===== config.mk =====
export PLATFORM = sky130hd
export DESIGN_NAME = sfc_frame_cfg
export DESIGN_NICKNAME = d
export VERILOG_FILES = /design/src/sfc_pkg.sv /design/src/sfc_frame_cfg.sv /design/src/sfc_fifo.sv
export SDC_FILE = /design/constraint.sdc
export NUM_CORES = 1
export LEC_CHECK = 0
export BUFFER_PORTS_ARGS = -buffer_cell sky130_fd_sc_hd__buf_2
export CELL_PAD_IN_SITES_DETAIL_PLACEMENT = 1
export CELL_PAD_IN_SITES_GLOBAL_PLACEMENT = 2
export CORE_ASPECT_RATIO = 1.75
export CORE_MARGIN = 10
export CORE_UTILIZATION = 48
export CTS_BUF_LIST = sky130_fd_sc_hd__clkbuf_8
export DETAILED_ROUTE_END_ITERATION = 10
export PLACE_DENSITY = 0.85
export SYNTH_ARGS = -nofsm -noshare
export SYNTH_HDL_FRONTEND = slang
export SYNTH_HIERARCHICAL = 1
export SYNTH_SLANG_ARGS = --single-unit
export TNS_END_PERCENT = 50

===== constraint.sdc =====
create_clock -name clk -period 6.26 [get_ports clk]
set_input_delay 0.626 -clock clk [delete_from_list [all_inputs] [get_ports clk]]
set_output_delay 0.626 -clock clk [all_outputs]
set_load 0.02 [all_outputs]

===== src/sfc_pkg.sv =====
// shared constants and types for the status frame configuration block
package sfc_pkg;
    // register offsets, in the register page space
    localparam logic [4:0] PAGE_SEL_ADDR = 5'h13;
    localparam logic [4:0] SETUP_ADDR = 5'h18;
    localparam logic [4:0] EVENT_EN_ADDR = 5'h19;
    localparam logic [4:0] STATUS_ADDR = 5'h1A;
    localparam logic [2:0] SETUP_PAGE = 3'h5;

    // status_frame_setup field positions
    localparam int SRC_SEL_HI = 12;
    localparam int PRE_HI = 10;
    localparam int PRE_LO = 8;
    localparam int ORDER_BIT = 7;
    localparam int IPV4_BIT = 6;
    localparam int CTL_RD_BIT = 5;
    localparam int ERR_BIT = 4;
    localparam int STORED_HI = 12;

    // reset values
    localparam logic [12:0] SETUP_RESET = 13'h0000;
    localparam logic [2:0] PAGE_RESET = 3'h0;
    localparam logic EVENT_EN_RESET = 1'b0;

    // addresses; the values are arbitrary
    localparam logic [47:0] MAKER_ADDR_A = 48'h0200_0000_0001;
    localparam logic [47:0] MAKER_ADDR_B = 48'h0200_0000_0002;
    localparam logic [47:0] MCAST_DEST = 48'h0100_0000_0001;
    localparam logic [47:0] ZERO_ADDR = 48'h0000_0000_0000;

    // frame layout
    localparam logic [15:0] TYPE_L2 = 16'h88B5;
    localparam logic [15:0] TYPE_IPV4 = 16'h0800;
    localparam logic [7:0] PREAMBLE_BYTE = 8'h55;
    localparam logic [7:0] SFD_BYTE = 8'hD5;
    localparam logic [4:0] SRC_FIRST_IDX = 5'h06;
    localparam logic [4:0] TYPE_FIRST_IDX = 5'h0C;
    localparam logic [4:0] MSG_FIRST_IDX = 5'h0F;
    localparam logic [4:0] LAST_IDX = 5'h10;
    localparam logic [3:0] GAP_BYTES = 4'hC;

    localparam int FIFO_DEPTH = 8;
    localparam int MSG_WIDTH = 18;

    typedef enum logic [1:0] {
        KIND_CTL_READ = 2'b00,
        KIND_ERROR = 2'b01,
        KIND_EVENT = 2'b10,
        KIND_SPARE = 2'b11
    } sfc_kind_e;

    typedef enum logic [2:0] {
        ST_IDLE = 3'b000,
        ST_PRE = 3'b001,
        ST_SFD = 3'b010,
        ST_BODY = 3'b011,
        ST_GAP = 3'b100
    } sfc_state_e;
endpackage


===== src/sfc_frame_cfg.sv =====
// status frame configuration registers and status frame sequencer
//
// Functional notes
// - setup register reachable only on page five
// - bits 12:11 pick frame source address
// - bits 10:8 set preamble byte count
// - bit 7 swaps bytes of the 16-bit message word
// - bit 6 picks layer-2 or ipv4 frames
// - bit 5 returns control read data
// - bit 4 reports status frame errors
// - error enable alone never generates frames
// - bits 15:13 ignore writes, read zero
//
// Strobed register access was decided locally.
`timescale 1ns/1ps
`default_nettype none
module sfc_frame_cfg (
    input wire logic clk,
    input wire logic reset,
    input wire logic ce,
    input wire logic [4:0] addr,
    input wire logic [15:0] wr_data,
    input wire logic wr_strobe,
    input wire logic rd_strobe,
    output logic [15:0] rd_data,
    input wire logic msg_valid,
    input wire logic [1:0] msg_kind,
    input wire logic [15:0] msg_data,
    output logic msg_ready,
    output logic tx_en,
    output logic [7:0] tx_data,
    output logic frame_busy
);
    localparam int CW = $clog2(sfc_pkg::FIFO_DEPTH) + 1;

    logic [2:0] page_sel;
    logic [12:0] setup;
    logic event_en;
    logic [7:0] frames_sent;
    sfc_pkg::sfc_state_e state;
    sfc_pkg::sfc_state_e next_state;
    logic [4:0] idx;
    logic [4:0] next_idx;
    logic [2:0] pre_cnt;
    logic [2:0] next_pre_cnt;
    logic [3:0] gap_cnt;
    logic [3:0] next_gap_cnt;
    logic [7:0] next_tx_data;
    logic next_tx_en;
    logic [6:0] snap_cfg;
    logic [17:0] cur_msg;
    logic [2:0] pre_seen;
    logic [CW-1:0] fifo_count;
    logic fifo_in_ready;
    logic fifo_out_valid;
    logic [17:0] fifo_out_data;

    // register decode
    wire logic page_hit = page_sel == sfc_pkg::SETUP_PAGE;
    wire logic wr_page = wr_strobe && addr == sfc_pkg::PAGE_SEL_ADDR;
    wire logic wr_setup = wr_strobe && page_hit && addr == sfc_pkg::SETUP_ADDR;
    wire logic wr_event = wr_strobe && page_hit && addr == sfc_pkg::EVENT_EN_ADDR;
    wire logic rd_setup = page_hit && addr == sfc_pkg::SETUP_ADDR;
    wire logic rd_event = page_hit && addr == sfc_pkg::EVENT_EN_ADDR;
    wire logic rd_status = page_hit && addr == sfc_pkg::STATUS_ADDR;
    wire logic rd_page = addr == sfc_pkg::PAGE_SEL_ADDR;
    wire logic [15:0] status_word = {frames_sent, 3'h0, fifo_count, frame_busy};
    wire logic [15:0] next_rd_data =
        rd_setup ? {3'h0, setup} :
        rd_event ? {15'h0000, event_en} :
        rd_status ? status_word :
        rd_page ? {13'h0000, page_sel} : 16'h0000;

    // message filtering; disabled kinds are accepted and dropped
    wire logic ctl_rd_en = setup[sfc_pkg::CTL_RD_BIT];
    wire logic err_en = setup[sfc_pkg::ERR_BIT];
    wire logic gen_on = ctl_rd_en || event_en;
    wire logic msg_take = msg_valid && msg_ready;
    wire logic keep_ctl = msg_kind == sfc_pkg::KIND_CTL_READ && ctl_rd_en;
    wire logic keep_err = msg_kind == sfc_pkg::KIND_ERROR && err_en && gen_on;
    wire logic keep_evt = msg_kind == sfc_pkg::KIND_EVENT && event_en;
    wire logic fifo_in_valid = msg_take && (keep_ctl || keep_err || keep_evt);
    wire logic fifo_pop = state == sfc_pkg::ST_IDLE && fifo_out_valid;
    // one slot of slack because ready is registered
    wire logic next_msg_ready = fifo_count <= CW'(sfc_pkg::FIFO_DEPTH - 2);

    // frame contents, taken from the per-frame snapshot
    wire logic [1:0] snap_src = snap_cfg[6:5];
    wire logic [2:0] snap_pre = snap_cfg[4:2];
    wire logic snap_order = snap_cfg[1];
    wire logic snap_ipv4 = snap_cfg[0];
    wire logic [47:0] src_addr =
        snap_src == 2'b00 ? sfc_pkg::MAKER_ADDR_A :
        snap_src == 2'b01 ? sfc_pkg::MAKER_ADDR_B :
        snap_src == 2'b10 ? sfc_pkg::MCAST_DEST : sfc_pkg::ZERO_ADDR;
    wire logic [15:0] frame_type = snap_ipv4 ? sfc_pkg::TYPE_IPV4 : sfc_pkg::TYPE_L2;
    wire logic [15:0] msg_word = cur_msg[15:0];
    wire logic [15:0] msg_ordered =
        snap_order ? {msg_word[7:0], msg_word[15:8]} : msg_word;
    wire logic [135:0] frame_bytes =
        {sfc_pkg::MCAST_DEST, src_addr, frame_type, 6'h00, cur_msg[17:16], msg_ordered};
    wire logic [7:0] byte_base = 8'(8'd128 - {idx, 3'b000});
    wire logic [7:0] body_byte = frame_bytes[byte_base +: 8];

    always_ff @(posedge clk) begin
        if (reset) begin
            page_sel <= sfc_pkg::PAGE_RESET;
            setup <= sfc_pkg::SETUP_RESET;
            event_en <= sfc_pkg::EVENT_EN_RESET;
        end else if (ce) begin
            if (wr_page) begin
                page_sel <= wr_data[2:0];
            end
            if (wr_setup) begin
                setup <= wr_data[sfc_pkg::STORED_HI:0];
            end
            if (wr_event) begin
                event_en <= wr_data[0];
            end
        end
    end

    always_ff @(posedge clk) begin
        if (reset) begin
            rd_data <= 16'h0000;
            msg_ready <= 1'b0;
        end else if (ce) begin
            rd_data <= rd_strobe ? next_rd_data : 16'h0000;
            msg_ready <= next_msg_ready;
        end
    end

    // sequencer next state
    always_comb begin
        next_state = state;
        next_idx = idx;
        next_pre_cnt = pre_cnt;
        next_gap_cnt = gap_cnt;
        next_tx_en = 1'b0;
        next_tx_data = 8'h00;
        unique case (state)
            sfc_pkg::ST_IDLE: begin
                if (fifo_out_valid) begin
                    next_pre_cnt = setup[sfc_pkg::PRE_HI:sfc_pkg::PRE_LO];
                    next_state = sfc_pkg::ST_PRE;
                end
            end
            sfc_pkg::ST_PRE: begin
                if (pre_cnt == 3'h0) begin
                    next_tx_en = 1'b1;
                    next_tx_data = sfc_pkg::SFD_BYTE;
                    next_idx = 5'h00;
                    next_state = sfc_pkg::ST_SFD;
                end else begin
                    next_tx_en = 1'b1;
                    next_tx_data = sfc_pkg::PREAMBLE_BYTE;
                    next_pre_cnt = pre_cnt - 3'h1;
                end
            end
            sfc_pkg::ST_SFD, sfc_pkg::ST_BODY: begin
                next_tx_en = 1'b1;
                next_tx_data = body_byte;
                next_idx = idx + 5'h01;
                next_state = sfc_pkg::ST_BODY;
                if (idx == sfc_pkg::LAST_IDX) begin
                    next_gap_cnt = sfc_pkg::GAP_BYTES;
                    next_state = sfc_pkg::ST_GAP;
                end
            end
            sfc_pkg::ST_GAP: begin
                next_gap_cnt = gap_cnt - 4'h1;
                if (gap_cnt == 4'h1) begin
                    next_state = sfc_pkg::ST_IDLE;
                end
            end
            default: begin
                next_state = sfc_pkg::ST_IDLE;
            end
        endcase
    end

    always_ff @(posedge clk) begin
        if (reset) begin
            state <= sfc_pkg::ST_IDLE;
            idx <= 5'h00;
            pre_cnt <= 3'h0;
            gap_cnt <= 4'h0;
            tx_en <= 1'b0;
            tx_data <= 8'h00;
        end else if (ce) begin
            state <= next_state;
            idx <= next_idx;
            pre_cnt <= next_pre_cnt;
            gap_cnt <= next_gap_cnt;
            tx_en <= next_tx_en;
            tx_data <= next_tx_data;
        end
    end

    // snapshot at frame start so a write mid-frame cannot tear it
    always_ff @(posedge clk) begin
        if (reset) begin
            snap_cfg <= 7'h00;
            cur_msg <= 18'h00000;
            frames_sent <= 8'h00;
            frame_busy <= 1'b0;
        end else if (ce) begin
            frame_busy <= next_state != sfc_pkg::ST_IDLE;
            if (fifo_pop) begin
                snap_cfg <= setup[sfc_pkg::SRC_SEL_HI:sfc_pkg::IPV4_BIT];
                cur_msg <= fifo_out_data;
            end
            if (state == sfc_pkg::ST_BODY && idx == sfc_pkg::LAST_IDX) begin
                frames_sent <= frames_sent + 8'h01;
            end
        end
    end

    sfc_fifo #(
        .WIDTH(sfc_pkg::MSG_WIDTH),
        .DEPTH(sfc_pkg::FIFO_DEPTH)
    ) u_fifo (
        .clk(clk),
        .reset(reset),
        .ce(ce),
        .in_valid(fifo_in_valid),
        .in_ready(fifo_in_ready),
        .in_data({msg_kind, msg_data}),
        .out_valid(fifo_out_valid),
        .out_ready(fifo_pop),
        .out_data(fifo_out_data),
        .count(fifo_count)
    );

    // helper: preamble bytes sent in the current frame
    always_ff @(posedge clk) begin
        if (reset) begin
            pre_seen <= 3'h0;
        end else if (ce) begin
            if (state == sfc_pkg::ST_IDLE) begin
                pre_seen <= 3'h0;
            end else if (state == sfc_pkg::ST_PRE && pre_cnt != 3'h0) begin
                pre_seen <= pre_seen + 3'h1;
            end
        end
    end
endmodule
`default_nettype wire


===== src/sfc_fifo.sv =====
// message fifo between the accept logic and the frame sequencer
`timescale 1ns/1ps
`default_nettype none
module sfc_fifo #(
    parameter int WIDTH = 18,
    parameter int DEPTH = 8
) (
    input wire logic clk,
    input wire logic reset,
    input wire logic ce,
    input wire logic in_valid,
    output logic in_ready,
    input wire logic [WIDTH-1:0] in_data,
    output logic out_valid,
    input wire logic out_ready,
    output logic [WIDTH-1:0] out_data,
    output logic [$clog2(DEPTH):0] count
);
    localparam int AW = $clog2(DEPTH);

    logic [WIDTH-1:0] mem [DEPTH];
    logic [AW-1:0] wr_ptr;
    logic [AW-1:0] rd_ptr;

    wire logic push = ce && in_valid && in_ready;
    wire logic pop = ce && out_valid && out_ready;

    assign in_ready = count != (AW+1)'(DEPTH);
    assign out_valid = count != '0;
    assign out_data = mem[rd_ptr];

    always_ff @(posedge clk) begin
        if (push) begin
            mem[wr_ptr] <= in_data;
        end
    end

    always_ff @(posedge clk) begin
        if (reset) begin
            wr_ptr <= '0;
            rd_ptr <= '0;
            count <= '0;
        end else begin
            if (push) begin
                wr_ptr <= wr_ptr + 1'b1;
            end
            if (pop) begin
                rd_ptr <= rd_ptr + 1'b1;
            end
            if (push && !pop) begin
                count <= count + 1'b1;
            end else if (pop && !push) begin
                count <= count - 1'b1;
            end
        end
    end
endmodule
`default_nettype wire


==> reports/results.txt <==
Outcome: finished, final reports clean
R2r startpoint: u_fifo/count[0]$_SDFFE_PP0P_
CTS tree: done
Largest net degree at the start of global routing: 79
Die X: 131 um
Cells after DPL: 1057
Total vias in the final route: 6429
Fin nets: 905
Maximum vdd ir drop: 247 uV
Synth warn: 6
Max Fclk: 308 MHz
Hold path start: wr_data[7]
CP Launch Type: register
Total GRT Usage: 17.8%
Clock transition at path regs: 60 ps
Layout overhead on the synthesized area: 13.5%
Min Tclk post-route: 3250 ps
Top-area cell type share of the netlist area: 41.9%
Syn nets: 827
CP Class: register to register
CP Capture Type: register
First-pass GRT wire length: 39.2 mm
Yosys reg bits: 246
P_leak: 4.09 nW
Drt pass-1 iters: 4
Ratio of total power to cell area: 276 nW/um2
Final Skew: 18.6 ps
CTS sink count: 246
RSZ-0062 raised after global routing: false
Most frequent cells in the layout: edfxtp_1, dfxtp_1, nor2_1
Setup bufs post-CTS: 0
Maxcap violations: 0
Root Buffer: clkbuf_8
Num rows: 70
Starting density of the core: 49.1%
Die area: 28000 um2
Cells on worst reg2reg path: 12
CTS buffer count: 37
Min-Delay Endpoint: setup[7]$_SDFFE_PP0P_
Drt wl/cell: 21.5 um
# DRC: 0
Die Y: 214 um
Post_cts resized: 0
Post-synth EDFFs: 144
Commonest register cell after synthesis: edfxtp_1
WP data arrival: 3670 ps
Largest cells by area after synthesis: edfxtp_1, dfxtp_1, mux4_2, mux2_2, nor2_1
Layout cells sized above 1: 25.7%
Final ANT Viol Nets: 0
Syn Inst Count: 766
Synthesized area per cell: 13.5 um2
Synth area leader: edfxtp_1
Synth cell types: 76
CTS Hold Bufs: 0
Worst EP required: 6680 ps
Vias in the first global route: 7190
Slew @ Worst Pin: 1190 ps
Hold Path Class: input pin to register
Clock Latency Late Sink: 540 ps
H-tree lvl count: 2
Total core area: 21000 um2
Worst reg2reg endpoint: u_fifo/count[3]$_SDFFE_PP0P_
Netlist Area Pre-Place: 10300 um2
GPL Wtd Cong: 0.834
N_diodes: 0
Final non-filler cell total: 1124
Setup TNS: 0 ps
I/O pin count: 72
Max Slew Vio Count: 0
Worst slew margin: 20.6%
WHS Path Cells: 3
CTS max path bufs: 3
Commonest non-fill, non-tap cell in the layout: edfxtp_1
Routed WL: 24.2 mm
R2R setup slack: 3010 ps
Fill cells: 2099
Crit path launch: u_fifo/count[0]$_SDFFE_PP0P_
Final Setup Violations: 0
CP Max Fanout: 7
Overflow after GRT: 0
Initial antenna violation count: 0
Crit share post-route: 51.9%
Asr flop ratio synth: 0%
Post-synthesis sequential area ratio: 61.7%
Fin. Hold Viols: 0
Dpl hpwl: 16.8 mm
PortBufs: 68
Vias per inst: 5.72
Drt initial violations: 250
## synth_stat cells (all sizes together) (4+ instances only)
cell	number
nor2b	5
o21bai	5
ha	15
nand4	6
mux4	36
and3	6
a31oi	6
clkbuf	24
edfxtp	144
nor4b	7
o31ai	4
nand3	6
nand2	74
o21ai	8
inv	12
mux2i	27
xnor2	15
mux2	31
nor2	83
dfxtp	102
xor2	8
nand2b	8
a22oi	19
nor3	7
a21oi	39
buf	17
## sequential cells by signal, indices dropped and copies added, names as in the netlist, named ones only
signal         count
cur_msg           18
msg_ready          1
event_en           1
idx                5
rd_data           16
u_fifo/count       4
tx_en              1
setup             13
frame_busy         1
u_fifo/wr_ptr      3
frames_sent        8
tx_data            8
gap_cnt            4
snap_cfg           4
u_fifo/mem       144
u_fifo/rd_ptr      3
pre_cnt            3
state              3
page_sel           3
## worst max-delay path, cell delays in order, from the launching register on
cell	delay, ps
dfxtp_1	380
or4_1	630
nor4b_1	190
buf_4	170
and3_1	210
inv_1	70
ha_1	160
inv_1	100
ha_1	350
a21oi_1	240
a211oi_1	120
a31oi_1	180
mux2_2	350
## metrics by stage
stage | worst slack [ps] | hold slack (ps) | instance area, um2 | power, W | util, %
floorplan | 3060 | 433 | 10300 | 0.00178 | -
global placement | 3090 | 443 | 10900 | 0.00181 | 51.7
detailed placement | 3060 | 456 | 10900 | 0.00182 | 51.7
CTS | 3020 | 300 | 11700 | 0.00328 | 55.7
global route | 2770 | 334 | 11700 | 0.00335 | 55.7
finish | 3010 | 327 | 11700 | 0.00323 | 55.7
## where the power goes
part | total [W] | leakage (nW) | switching [W] | internal, W
Combinational | 0.0000641 | 1.52 | 0.0000449 | 0.0000192
Sequential | 0.00172 | 2.12 | 0.00000372 | 0.00171
Clock | 0.00145 | 0.453 | 0.000603 | 0.000848
Total | 0.00323 | 4.09 | 0.000651 | 0.00258
## cells by family (layout without fill, tap and decap cells)
group                      count (synthesis)  count (layout)  synth area share (%)
DFF                                      246             246                  61.7
and+or+nand+nor                          230             230                  11.3
AOI/OAI and AO/OA                        103             103                  6.60
muxes                                     94              94                  13.9
buffers and inverters                     54             160                  2.41
xor gates and xnor gates                  23              23                  2.10
adders and majority gates                 16              16                  2.01
## worst max-delay path by stage
| stage | slack [ps] | endpoint |
|---|---|---|
| floorplan | 3060 | u_fifo/mem[1][0]$_DFFE_PP_ |
| finish | 3010 | u_fifo/count[3]$_SDFFE_PP0P_ |
| detailed placement | 3060 | u_fifo/count[3]$_SDFFE_PP0P_ |
| global placement | 3090 | u_fifo/count[3]$_SDFFE_PP0P_ |
| global route | 2770 | u_fifo/count[3]$_SDFFE_PP0P_ |
| CTS | 3020 | u_fifo/count[3]$_SDFFE_PP0P_ |
## layout make-up
cell class | instances | area [um2] | share of cell area [%]
multi-input combinational | 466 | 3710 | 31.7
sequential | 246 | 6370 | 54.4
inverter | 13 | 48.8 | 0.417
tap | 252 | 315 | 2.69
clock inverter | 23 | 229 | 1.96
clock buffer | 44 | 606 | 5.17
timing repair buffer | 80 | 430 | 3.68
## layer usage
layer  vias to the layer above  track usage, %  share of wire (%)
li1                       3008               -                  -
met1                      3248            18.6                 37
met2                       123            33.1                 56
met3                        50            3.24                3.5
met4                         0            7.48                3.3
met5                         -               0                  0
(Power assumes the default switching activity.)
